[config.mk]
export PLATFORM = sky130hd
export DESIGN_NAME = fifo_host
export DESIGN_NICKNAME = d
export VERILOG_FILES = /design/src/fifo_host_pkg.sv /design/src/fifo_host.sv
export VERILOG_INCLUDE_DIRS = /design/src
export SDC_FILE = /design/constraint.sdc
export NUM_CORES = 1
export LEC_CHECK = 0
export ABC_AREA = 1
export BUFFER_PORTS_ARGS = -buffer_cell sky130_fd_sc_hd__buf_2
export CORE_ASPECT_RATIO = 0.6
export CORE_UTILIZATION = 40
export CTS_CLUSTER_SIZE = 24
export DETAILED_ROUTE_END_ITERATION = 8
export PLACE_DENSITY = 0.7
export SLEW_MARGIN = 20
export SYNTH_ARGS = -nofsm -noshare
export SYNTH_HDL_FRONTEND = slang
export SYNTH_SLANG_ARGS = --single-unit
[constraint.sdc]
create_clock -name mclk -period 2 [get_ports mclk]
set_input_delay 0.2 -clock mclk [delete_from_list [all_inputs] [get_ports mclk]]
set_output_delay 0.2 -clock mclk [all_outputs]
set_load 0.01 [all_outputs]
[src/fifo_host_defs.svh]
// Constants for the strobed FIFO host controller
// How it works
// - Clear pulse issued before any push allowed
// - Strobes high around and after clear rise
// - Strobes stay high during replay pulse
// - Writer watches full, reader watches empty
`ifndef FIFO_HOST_DEFS_SVH
`define FIFO_HOST_DEFS_SVH

`define WORD_W 9
`define ADDR_W 8
`define DATA_W 32

`define OFS_CTRL 8'h00
`define OFS_PUSH 8'h04
`define OFS_POP 8'h08
`define OFS_STATUS 8'h0C
`define OFS_POP_DATA 8'h10

`define CTRL_CLEAR 0
`define CTRL_REPLAY 1
`define CTRL_SINGLE 2
`define CTRL_LEAD 3
`define CTRL_RESET_SINGLE 1'h1
`define CTRL_RESET_LEAD 1'h0
`define STATUS_REFUSED 5

`define T_CLK_NS 40
`define T_CLEAR_NS 15
`define T_CLEAR_REC_NS 10
`define T_PUSH_NS 15
`define T_REPLAY_NS 15
`define T_REPLAY_REC_NS 10
`define T_FLAG_NS 25
`define T_ACCESS_NS 30
`define SYNC_CYC 2

`define CEIL_CYC(t) (((t) + `T_CLK_NS - 1) / `T_CLK_NS)
`define CLEAR_CYC `CEIL_CYC(`T_CLEAR_NS)
`define CLEAR_REC_CYC `CEIL_CYC(`T_CLEAR_REC_NS)
`define PUSH_CYC `CEIL_CYC(`T_PUSH_NS)
`define REPLAY_CYC `CEIL_CYC(`T_REPLAY_NS)
`define REPLAY_REC_CYC `CEIL_CYC(`T_REPLAY_REC_NS)
`define SETTLE_CYC (`CEIL_CYC(`T_FLAG_NS) + `SYNC_CYC)
`define POP_CYC (`CEIL_CYC(`T_ACCESS_NS) + `SYNC_CYC)

`endif

[src/fifo_host_pkg.sv]
// Types for the strobed FIFO host controller
package fifo_host_pkg;
    typedef enum logic [2:0] {
        ST_IDLE,
        ST_CLEAR,
        ST_CLEAR_REC,
        ST_PUSH,
        ST_POP,
        ST_REPLAY,
        ST_SETTLE
    } state_type;

    // Flags as seen after synchronising, active high
    typedef struct packed {
        logic half;
        logic full;
        logic empty;
    } flags_type;

    typedef struct packed {
        logic lead;
        logic single;
    } mode_type;
endpackage

[src/fifo_host.sv]
// Host controller driving one strobed FIFO channel through its pins
`timescale 1ns/10ps
`default_nettype none
`include "fifo_host_defs.svh"

module fifo_host
(
    // Clock and reset
    input wire logic mclk,
    input wire logic rstn,
    // Command port
    input wire logic [`ADDR_W-1:0] addr,
    input wire logic [`DATA_W-1:0] wdata,
    input wire logic wr_en,
    input wire logic rd_en,
    output logic [`DATA_W-1:0] rdata,
    // FIFO write side
    output logic [`WORD_W-1:0] push_word,
    output logic push_strobe_n,
    input wire logic no_room_flag_n,
    // FIFO read side
    input wire logic [`WORD_W-1:0] pop_word,
    output logic pop_pulse_n,
    input wire logic drained_flag_n,
    // FIFO control and mode pins
    output logic clear_pulse_n,
    output logic lead_or_replay_n,
    output logic chain_in_n,
    input wire logic chain_or_half_out_n
);

    fifo_host_pkg::state_type state_reg, state_next;
    logic [3:0] count_reg, count_next;
    logic [`WORD_W-1:0] push_word_reg, push_word_next;
    logic [`WORD_W-1:0] pop_data_reg, pop_data_next;
    logic pop_valid_reg, pop_valid_next;
    logic cleared_reg, cleared_next;
    logic refused_reg, refused_next;
    fifo_host_pkg::mode_type mode_reg, mode_next;
    logic push_n_reg, push_n_next;
    logic pop_n_reg, pop_n_next;
    logic clear_n_reg, clear_n_next;
    logic replay_n_reg, replay_n_next;
    logic [`DATA_W-1:0] rdata_reg, rdata_next;

    // Pin synchronisers; first stage read only by second
    logic [2:0] flag_s1_reg, flag_s2_reg;
    logic [`WORD_W-1:0] word_s1_reg, word_s2_reg;
    fifo_host_pkg::flags_type flags;

    always_ff @(posedge mclk)
    begin
        if (!rstn)
        begin
            flag_s1_reg <= 3'h0;
            flag_s2_reg <= 3'h0;
            word_s1_reg <= 9'h000;
            word_s2_reg <= 9'h000;
        end
        else
        begin
            flag_s1_reg <= {chain_or_half_out_n, no_room_flag_n,
                drained_flag_n};
            flag_s2_reg <= flag_s1_reg;
            word_s1_reg <= pop_word;
            word_s2_reg <= word_s1_reg;
        end
    end

    // Half flag only means something in single mode
    assign flags = {mode_reg.single & ~flag_s2_reg[2], ~flag_s2_reg[1:0]};

    logic wr_ctrl, wr_push, wr_pop, wr_status, rd_pop_data, idle;
    assign idle = (state_reg == fifo_host_pkg::ST_IDLE);
    assign wr_ctrl = wr_en && (addr == `OFS_CTRL);
    assign wr_push = wr_en && (addr == `OFS_PUSH);
    assign wr_pop = wr_en && (addr == `OFS_POP);
    assign wr_status = wr_en && (addr == `OFS_STATUS);
    assign rd_pop_data = rd_en && (addr == `OFS_POP_DATA);

    always_comb
    begin
        logic refuse;
        refuse = 1'b0;
        state_next = state_reg;
        count_next = count_reg;
        push_word_next = push_word_reg;
        pop_data_next = pop_data_reg;
        pop_valid_next = pop_valid_reg;
        cleared_next = cleared_reg;
        mode_next = mode_reg;
        push_n_next = push_n_reg;
        pop_n_next = pop_n_reg;
        clear_n_next = clear_n_reg;
        replay_n_next = replay_n_reg;
        if (rd_pop_data)
            pop_valid_next = 1'b0;
        case (state_reg)
            fifo_host_pkg::ST_IDLE:
            begin
                if (wr_ctrl)
                begin
                    mode_next.single = wdata[`CTRL_SINGLE];
                    mode_next.lead = wdata[`CTRL_LEAD];
                    if (wdata[`CTRL_CLEAR])
                    begin
                        // Strobes already high in idle
                        clear_n_next = 1'b0;
                        count_next = 4'(`CLEAR_CYC);
                        state_next = fifo_host_pkg::ST_CLEAR;
                    end
                    else if (wdata[`CTRL_REPLAY])
                    begin
                        // Replay has no meaning when chained
                        if (mode_reg.single)
                        begin
                            replay_n_next = 1'b0;
                            count_next = 4'(`REPLAY_CYC);
                            state_next = fifo_host_pkg::ST_REPLAY;
                        end
                        else
                            refuse = 1'b1;
                    end
                end
                else if (wr_push)
                begin
                    // No push before clear, none into full
                    if (!cleared_reg || flags.full)
                        refuse = 1'b1;
                    else
                    begin
                        push_word_next = wdata[`WORD_W-1:0];
                        push_n_next = 1'b0;
                        count_next = 4'(`PUSH_CYC);
                        state_next = fifo_host_pkg::ST_PUSH;
                    end
                end
                else if (wr_pop)
                begin
                    if (!cleared_reg || flags.empty)
                        refuse = 1'b1;
                    else
                    begin
                        pop_n_next = 1'b0;
                        count_next = 4'(`POP_CYC);
                        state_next = fifo_host_pkg::ST_POP;
                    end
                end
            end
            fifo_host_pkg::ST_CLEAR:
            begin
                count_next = count_reg - 4'h1;
                if (count_reg == 4'h1)
                begin
                    clear_n_next = 1'b1;
                    cleared_next = 1'b1;
                    count_next = 4'(`CLEAR_REC_CYC);
                    state_next = fifo_host_pkg::ST_CLEAR_REC;
                end
            end
            fifo_host_pkg::ST_CLEAR_REC:
            begin
                // Hold strobes for recovery, then let flags settle
                count_next = count_reg - 4'h1;
                if (count_reg == 4'h1)
                begin
                    count_next = 4'(`SETTLE_CYC);
                    state_next = fifo_host_pkg::ST_SETTLE;
                end
            end
            fifo_host_pkg::ST_PUSH:
            begin
                count_next = count_reg - 4'h1;
                if (count_reg == 4'h1)
                begin
                    push_n_next = 1'b1;
                    count_next = 4'(`SETTLE_CYC);
                    state_next = fifo_host_pkg::ST_SETTLE;
                end
            end
            fifo_host_pkg::ST_POP:
            begin
                count_next = count_reg - 4'h1;
                if (count_reg == 4'h1)
                begin
                    // Word taken just before the strobe rises
                    pop_n_next = 1'b1;
                    pop_data_next = word_s2_reg;
                    pop_valid_next = 1'b1;
                    count_next = 4'(`SETTLE_CYC);
                    state_next = fifo_host_pkg::ST_SETTLE;
                end
            end
            fifo_host_pkg::ST_REPLAY:
            begin
                count_next = count_reg - 4'h1;
                if (count_reg == 4'h1)
                begin
                    replay_n_next = 1'b1;
                    count_next = 4'(`SETTLE_CYC + `REPLAY_REC_CYC);
                    state_next = fifo_host_pkg::ST_SETTLE;
                end
            end
            fifo_host_pkg::ST_SETTLE:
            begin
                // Flags must pass the synchronisers before next order
                count_next = count_reg - 4'h1;
                if (count_reg == 4'h1)
                    state_next = fifo_host_pkg::ST_IDLE;
            end
            default:
            begin
                state_next = fifo_host_pkg::ST_IDLE;
                push_n_next = 1'b1;
                pop_n_next = 1'b1;
                clear_n_next = 1'b1;
                replay_n_next = 1'b1;
            end
        endcase
        if (!idle && (wr_ctrl || wr_push || wr_pop))
            refuse = 1'b1;
        // New refusal wins over the clear
        refused_next = refuse ? 1'b1 :
            ((wr_status && wdata[`STATUS_REFUSED]) ? 1'b0 : refused_reg);
    end

    always_comb
    begin
        rdata_next = 32'h0000_0000;
        if (rd_en)
        begin
            case (addr)
                `OFS_CTRL:
                    rdata_next = {28'h000_0000, mode_reg.lead,
                        mode_reg.single, 2'h0};
                `OFS_PUSH:
                    rdata_next = {23'h00_0000, push_word_reg};
                `OFS_STATUS:
                    rdata_next = {25'h000_0000, pop_valid_reg, refused_reg,
                        cleared_reg, flags, ~idle};
                `OFS_POP_DATA:
                    rdata_next = {22'h00_0000, pop_valid_reg, pop_data_reg};
                default:
                    rdata_next = 32'h0000_0000;
            endcase
        end
    end

    always_ff @(posedge mclk)
    begin
        if (!rstn)
        begin
            state_reg <= fifo_host_pkg::ST_IDLE;
            count_reg <= 4'h0;
            push_word_reg <= 9'h000;
            pop_data_reg <= 9'h000;
            pop_valid_reg <= 1'b0;
            cleared_reg <= 1'b0;
            refused_reg <= 1'b0;
            mode_reg <= {`CTRL_RESET_LEAD, `CTRL_RESET_SINGLE};
            push_n_reg <= 1'b1;
            pop_n_reg <= 1'b1;
            clear_n_reg <= 1'b1;
            replay_n_reg <= 1'b1;
            rdata_reg <= 32'h0000_0000;
        end
        else
        begin
            state_reg <= state_next;
            count_reg <= count_next;
            push_word_reg <= push_word_next;
            pop_data_reg <= pop_data_next;
            pop_valid_reg <= pop_valid_next;
            cleared_reg <= cleared_next;
            refused_reg <= refused_next;
            mode_reg <= mode_next;
            push_n_reg <= push_n_next;
            pop_n_reg <= pop_n_next;
            clear_n_reg <= clear_n_next;
            replay_n_reg <= replay_n_next;
            rdata_reg <= rdata_next;
        end
    end

    assign rdata = rdata_reg;
    assign push_word = push_word_reg;
    assign push_strobe_n = push_n_reg;
    assign pop_pulse_n = pop_n_reg;
    assign clear_pulse_n = clear_n_reg;
    // Shared pin: replay in single mode, lead strap when chained
    assign lead_or_replay_n = mode_reg.single ? replay_n_reg : ~mode_reg.lead;
    // Tied low selects single mode; high otherwise
    assign chain_in_n = ~mode_reg.single;
endmodule // fifo_host

`default_nettype wire

==> results.cfg, run 1 <==
[worst_hold_path]
hold_path.class = input port to flop

[yosys]
synth_largest_area_cell = dfxtp_1
avgSynthCellArea_um2 = 7.30
synth_most_common_cell = nand2_1
synth_commonest_cells = 78 x nand2_1, 77 x inv_1, 68 x dfxtp_1
seq_area_frac_synth = 0.435
synth_top_cells_by_area = dfxtp_1 43%, nand2_1 9.3%, inv_1 9.2%, buf_4 5.5%, a21oi_1 5.0%
syn-instance-count = 429
synth_edf_count = 0
synth_cell_type_count = 29
postSynthRegisterBits = 68
ys.warnings.count = 0
async_flop_share = 0
synth-main-ff-cell = dfxtp_1
mappedNetlistArea_um2 = 3130
synth_largest_type_area_fraction = 0.435

[clock_network]
clkSlewWorstSetupHoldPaths_ps = 50
number_of_buffers_between_clock_root_and_the_deepest_sink = 2
clkLatencyLatePin_ps = 330
cts_hold_buffers = 0
clockRootBuffer = clkbuf_16
tritoncts = yes
cts_inserted_buffers = 9
clock_sinks = 68
ctsHtreeMaxLevel = 3

[route]
drt_wl_total_um = 7260
dr.pass1.iters = 5
drtAntennaViolNets = 0
wl_met3_um = 693
routed_via_density = 4.59
routed-via-count = 2737
met2_wirelength_um = 2850
drt_first_iter_violations = 163
detail_route.wl_per_cell_um = 12.2
route.detailed.drc = 0
maxUsedRoutingLayer = met4
routedLengthMet1_um = 3650

[power_and_ir_drop]
pwr-share-clk = 0.509
power.internal_w = 0.00245
largest_voltage_drop_on_the_vdd_net_mv = 0.417
sw_frac_of_total = 0.208
power_leakage_nw = 1.93
netSwitchingPower_w = 0.000645
power.share.sequential = 0.448
pwr-share-comb = 0.043
power-per-cell-area_nw_per_um2 = 827

[global_routing]
grt.overflow.total = 0
grt_pass1_vias = 2555
initial_antenna_violation_count = 0
global_route_total_usage_across_every_layer = 0.191
grt_max_degree = 20
grt_first_pass_wirelength_um = 11900

[timing]
worst_slew_margin_rel = 0.639
min_period_ps = 1740
tns_ps = 0
finalMaxSlewViolations = 0
setup_viol_count_final = 0
timing.final.crit_share = 0.868
worst-slew-pin-transition_ps = 541
rsz0062_at_grt = false
fin_clk_skew_ps = 5.29
finalHoldViolations = 0
max_freq_ghz = 0.576
postLayoutSetupSlackWorst_ps = 264

[cells_and_area]
largest_reg_flops = 10
layout.filler_cells = 738
nets = 547
drive_above_1_share = 0.213
antenna_cells_inserted = 0
area.growth.synth_to_final_pct = 19.4

[placement]
place_ws_ps = 123
port-buffer-count = 56
place.gp.congestion = 0.905
dpl.hpwl_um = 5390

[setup_path]
critPathMostFrequentCell = nand2_1
crit_path_cell_trace = inv_2 -> nor3_2 -> inv_2 -> nand3_1 -> nand2_1 -> nand2_1 -> nor2_4 -> nand2_2 -> nand2_1 -> nand2_1 -> nor2_1
cp_slowest_stage_delay_ps = 590
cp-end-kind = flop
crit_path_start_kind = flop
arrival_ps = 1960
critical_path_required_ps = 2220
critical_path_peak_fanout = 9
worst-setup-path-type = flop to flop
slowest_stage = dfxtp_1

[floorplanning]
core.rowCount = 24
initial_cell_density_of_the_core = 0.422
fp.dieH_um = 70.6
floorplan.io_pins = 102
die_area_um2 = 8200
chipWidth_um = 116
core_area_um2 = 7420

[outcome]
outcome = finished clean

[run]
maxCapViolCount = 0
==> per-stage QoR <==
| stage | power (W) | utilization | std cells | instance area, um2 | hold slack, ps |
|---|---|---|---|---|---|
| 2_1_floorplan | 0.00152 | - | 450 | 3210 | 298 |
| 3_3_place_gp | 0.00155 | 0.463 | 580 | 3430 | 387 |
| 3_5_place_dp | 0.00155 | 0.463 | 580 | 3430 | 384 |
| 4_1_cts | 0.00312 | 0.504 | 596 | 3740 | 45.5 |
| 5_1_grt | 0.00321 | 0.505 | 596 | 3740 | 61.8 |
| 6_report | 0.00310 | 0.505 | 596 | 3740 | 56.8 |
==> cells by family (layout without fill, tap and decap cells) <==
| family | after synthesis | after routing | synth area share |
|---|---|---|---|
| AND/OR/NAND/NOR | 153 | 153 | 0.227 |
| buffers and inverters | 117 | 159 | 0.170 |
| XOR/XNOR | 2 | 2 | 0.00559 |
| AO/OA/AOI/OAI | 84 | 84 | 0.145 |
| flip-flops | 68 | 68 | 0.435 |
| adder cells (fa/ha/maj) | 4 | 4 | 0.0160 |
| other | 1 | 22 | 0.00120 |
==> routing by layer <==
| metal | vias to the layer above | track usage |
|---|---|---|
| li1 | 1415 | - |
| met2 | 111 | 0.265 |
| met1 | 1202 | 0.276 |
| met4 | 0 | 0.0442 |
| met3 | 9 | 0.0728 |
| met5 | - | 0 |
==> worst max-delay path: cells and delay by family (launching register included) <==
family / cells / cell delay (ps)
DFF: 1 / 590
buffers and inverters: 2 / 210
and+or+nand+nor: 9 / 820
==> path summary, 6_finish.rpt <==
| check | cells past startpoint | startpoint | slack [ps] | endpoint |
|---|---|---|---|---|
| setup / recovery | 11 | state_reg[0]$_SDFFE_PN0P_ | 260 | state_reg[2]$_SDFFE_PN0P_ |
| hold / removal | 3 | pop_word[1] | 60 | word_s1_reg[1]$_SDFF_PN0_ |
| setup reg to reg | 11 | state_reg[0]$_SDFFE_PN0P_ | 260 | state_reg[2]$_SDFFE_PN0P_ |
| hold reg to reg | 2 | word_s1_reg[5]$_SDFF_PN0_ | 410 | word_s2_reg[5]$_SDFF_PN0_ |
==> what timing repair did <==
action | in CTS | in global routing
setup buffers | 0 | 0
endpoints found under the setup margin | 0 | 6
gates resized for setup | 0 | 2
==> final cells by class <==
class,count,area [um2],area share
clock buffers,12,256,0.0685
repair buffers,60,310,0.0829
multi-input cells,265,1320,0.353
clock inverters,4,47.5,0.0127
inverters,83,314,0.0839
flip-flops and latches,68,1360,0.364
well taps,104,130,0.0348
==> power by group through the flow <==
stage / Clock [W] / Combinational [W] / Sequential [W]
after CTS: 0.00160 / 0.000133 / 0.00139
after detailed placement: 0 / 0.000132 / 0.00142
final: 0.00157 / 0.000134 / 0.00139
after floorplan: 0 / 0.000111 / 0.00141
after global routing: 0.00167 / 0.000153 / 0.00139
after global placement: 0 / 0.000130 / 0.00142
==> cells in the final DEF, fill, tap and decap left out, drive strengths merged <==
cell | netlist | routed
bufinv | 0 | 1
nand4 | 6 | 6
o211ai | 3 | 3
o21ai | 35 | 35
o22ai | 11 | 11
a31oi | 2 | 2
ha | 4 | 4
nand2 | 84 | 84
xor2 | 2 | 2
conb | 1 | 22
dfxtp | 68 | 68
clkinvlp | 0 | 1
nand3 | 20 | 20
a21oi | 33 | 33
nor2 | 37 | 37
clkinv | 0 | 2
nor3 | 6 | 6
inv | 83 | 83
clkbuf | 7 | 12
buf | 27 | 60
Power figures use the tool's default switching activity.
==> run 2: changes to the inputs <==
CORE_UTILIZATION = 50   (was 40)
PLACE_DENSITY = 0.84   (was 0.7)
==> run 2 against run 1 <==
Count of clock-buffer cells in the layout fell by 2. Clock power fell by 34%. Global-route usage rose by 3.5 points. Core utilization rose by 11 points. Register-to-register slack got worse by 20 ps. Power fell by 18%. Critical path depth fell by 4. Critical path type unchanged. Critical endpoint is now pop_data_reg[6]$_SDFFE_PN0P_. Largest cell class unchanged.
==> results.cfg, run 2 (same netlist as run 1, synthesis figures left out) <==
[clock_network]
clock_sinks = 68
post_cts_buffers = 0
cts_inserted_buffers = 9
cts_resized = 0
number_of_buffers_between_clock_root_and_the_deepest_sink = 2
cts_hold_buffers = 0
clockRootBuffer = clkbuf_8
clkSlewWorstSetupHoldPaths_ps = 70
ctsHtreeMaxLevel = 3
tritoncts = yes
clkLatencyLatePin_ps = 350

[route]
detail_route.wl_per_cell_um = 11.6
routed_via_density = 4.77
drt_wl_total_um = 6650
route.detailed.drc = 0
drtAntennaViolNets = 0
dr.pass1.iters = 5
routed-via-count = 2729
drt_first_iter_violations = 284

[global_routing]
grtUsageMet2 = 0.328
grt_first_pass_wirelength_um = 11500
grt_pass1_vias = 2440
global_route_total_usage_across_every_layer = 0.225
most_crowded_layer_after_global_routing = met2
use_met3 = 0.0870
grt.overflow.total = 0
initial_antenna_violation_count = 0
grt_max_degree = 23
grt_util_met1 = 0.305

[floorplanning]
die_area_um2 = 6600
floorplan.io_pins = 102
initial_cell_density_of_the_core = 0.540
fp.dieH_um = 63.3
chipWidth_um = 104
core.rowCount = 21
core_area_um2 = 5810

[cells_and_area]
final_common_cell = nand2_1
area.growth.synth_to_final_pct = 14.5
drive_above_1_share = 0.213
multiInputGateArea_um2 = 1320
final_area_um2 = 3590
layout.filler_cells = 542
leading_cell_types_in_the_layout_fill_and_taps_excluded = 78 x nand2_1, 77 x inv_1, 68 x dfxtp_1, 56 x buf_2, 31 x a21oi_1
antenna_cells_inserted = 0
nets = 547
postLayoutCoreUtil = 0.618
largest_reg_flops = 10
seq_area_um2 = 1360

[placement]
post_dp_cell_area_um2 = 3400
dpl.hpwl_um = 5030
place_ws_ps = 293
port-buffer-count = 56
place.gp.congestion = 0.928

[timing]
rsz0062_at_grt = false
postLayoutSetupSlackWorst_ps = 246
tns_ps = 0
max_freq_ghz = 0.570
worst-slew-pin-transition_ps = 526
setup_viol_count_final = 0
fin_clk_skew_ps = 6.67
finalMaxSlewViolations = 0
timing.final.crit_share = 0.877
min_period_ps = 1750
worst_slew_margin_rel = 0.649
finalHoldViolations = 0

[setup_path]
cp-end-kind = flop
critical_path_peak_fanout = 19
cp_slowest_stage_delay_ps = 360
crit_path_start_kind = flop
arrival_ps = 1990
critical_path_required_ps = 2230
crit_path_cell_trace = inv_1 -> ha_1 -> nand3_1 -> inv_1 -> nand2_2 -> o21ai_0 -> a21oi_1
slowest_stage = o21ai_0
worst-setup-path-type = flop to flop
critPathMostFrequentCell = inv_1

[run]
maxCapViolCount = 0

[worst_hold_path]
hold_path.class = input port to flop

[power_and_ir_drop]
power-per-cell-area_nw_per_um2 = 709
largest_voltage_drop_on_the_vdd_net_mv = 0.349
fin_total_pwr_w = 0.00254
power_leakage_nw = 1.87

[outcome]
outcome = finished clean
## run 2: per-stage QoR
| step | cells | hold slack, ps |
|---|---|---|
| 6_report | 572 | 25.3 |
| 5_1_grt | 572 | 23.0 |
| 4_1_cts | 572 | 11.0 |
| 3_5_place_dp | 556 | 384 |
| 3_3_place_gp | 556 | 386 |
| 2_1_floorplan | 450 | 298 |
## run 2: final timing paths
check	startpoint	endpoint	slack (ps)	depth (start not counted)
max	count_reg[1]$_SDFFE_PN0P_	pop_data_reg[6]$_SDFFE_PN0P_	250	7
min	pop_word[3]	word_s1_reg[3]$_SDFF_PN0_	30	3
max reg2reg	count_reg[1]$_SDFFE_PN0P_	pop_data_reg[6]$_SDFFE_PN0P_	250	7
min reg2reg	word_s1_reg[1]$_SDFF_PN0_	word_s2_reg[1]$_SDFF_PN0_	410	2
## run 2: cell type report
class / instances / share of cell area
flip-flops and latches: 68 / 0.379
inverters: 83 / 0.0875
clock inverters: 6 / 0.0129
clock buffers: 10 / 0.0384
well taps: 80 / 0.0279
repair buffers: 60 / 0.0865
multi-input cells: 265 / 0.367
## run 2: worst max-delay path, delay by kind of cell (launching register included)
family          cells  cell delay, ps
compound gates      2             420
fa+ha+maj           1             170
buf+inv             2             330
flops               1             300
simple gates        2             410
## run 2: metal layers
layer  up-vias  part of all wire
met5         -                 0
met4         0             0.012
met3        11              0.10
met2       139              0.40
met1      1158              0.49
li1       1421                 -
## run 2: power by group
group	leakage, nW	internal (W)	switching (W)	total [W]
combinational	1.23	0.0000443	0.0000880	0.000132
clock	0.0893	0.000491	0.000537	0.00103
sequential	0.553	0.00138	0.00000642	0.00138
total	1.87	0.00191	0.000632	0.00254
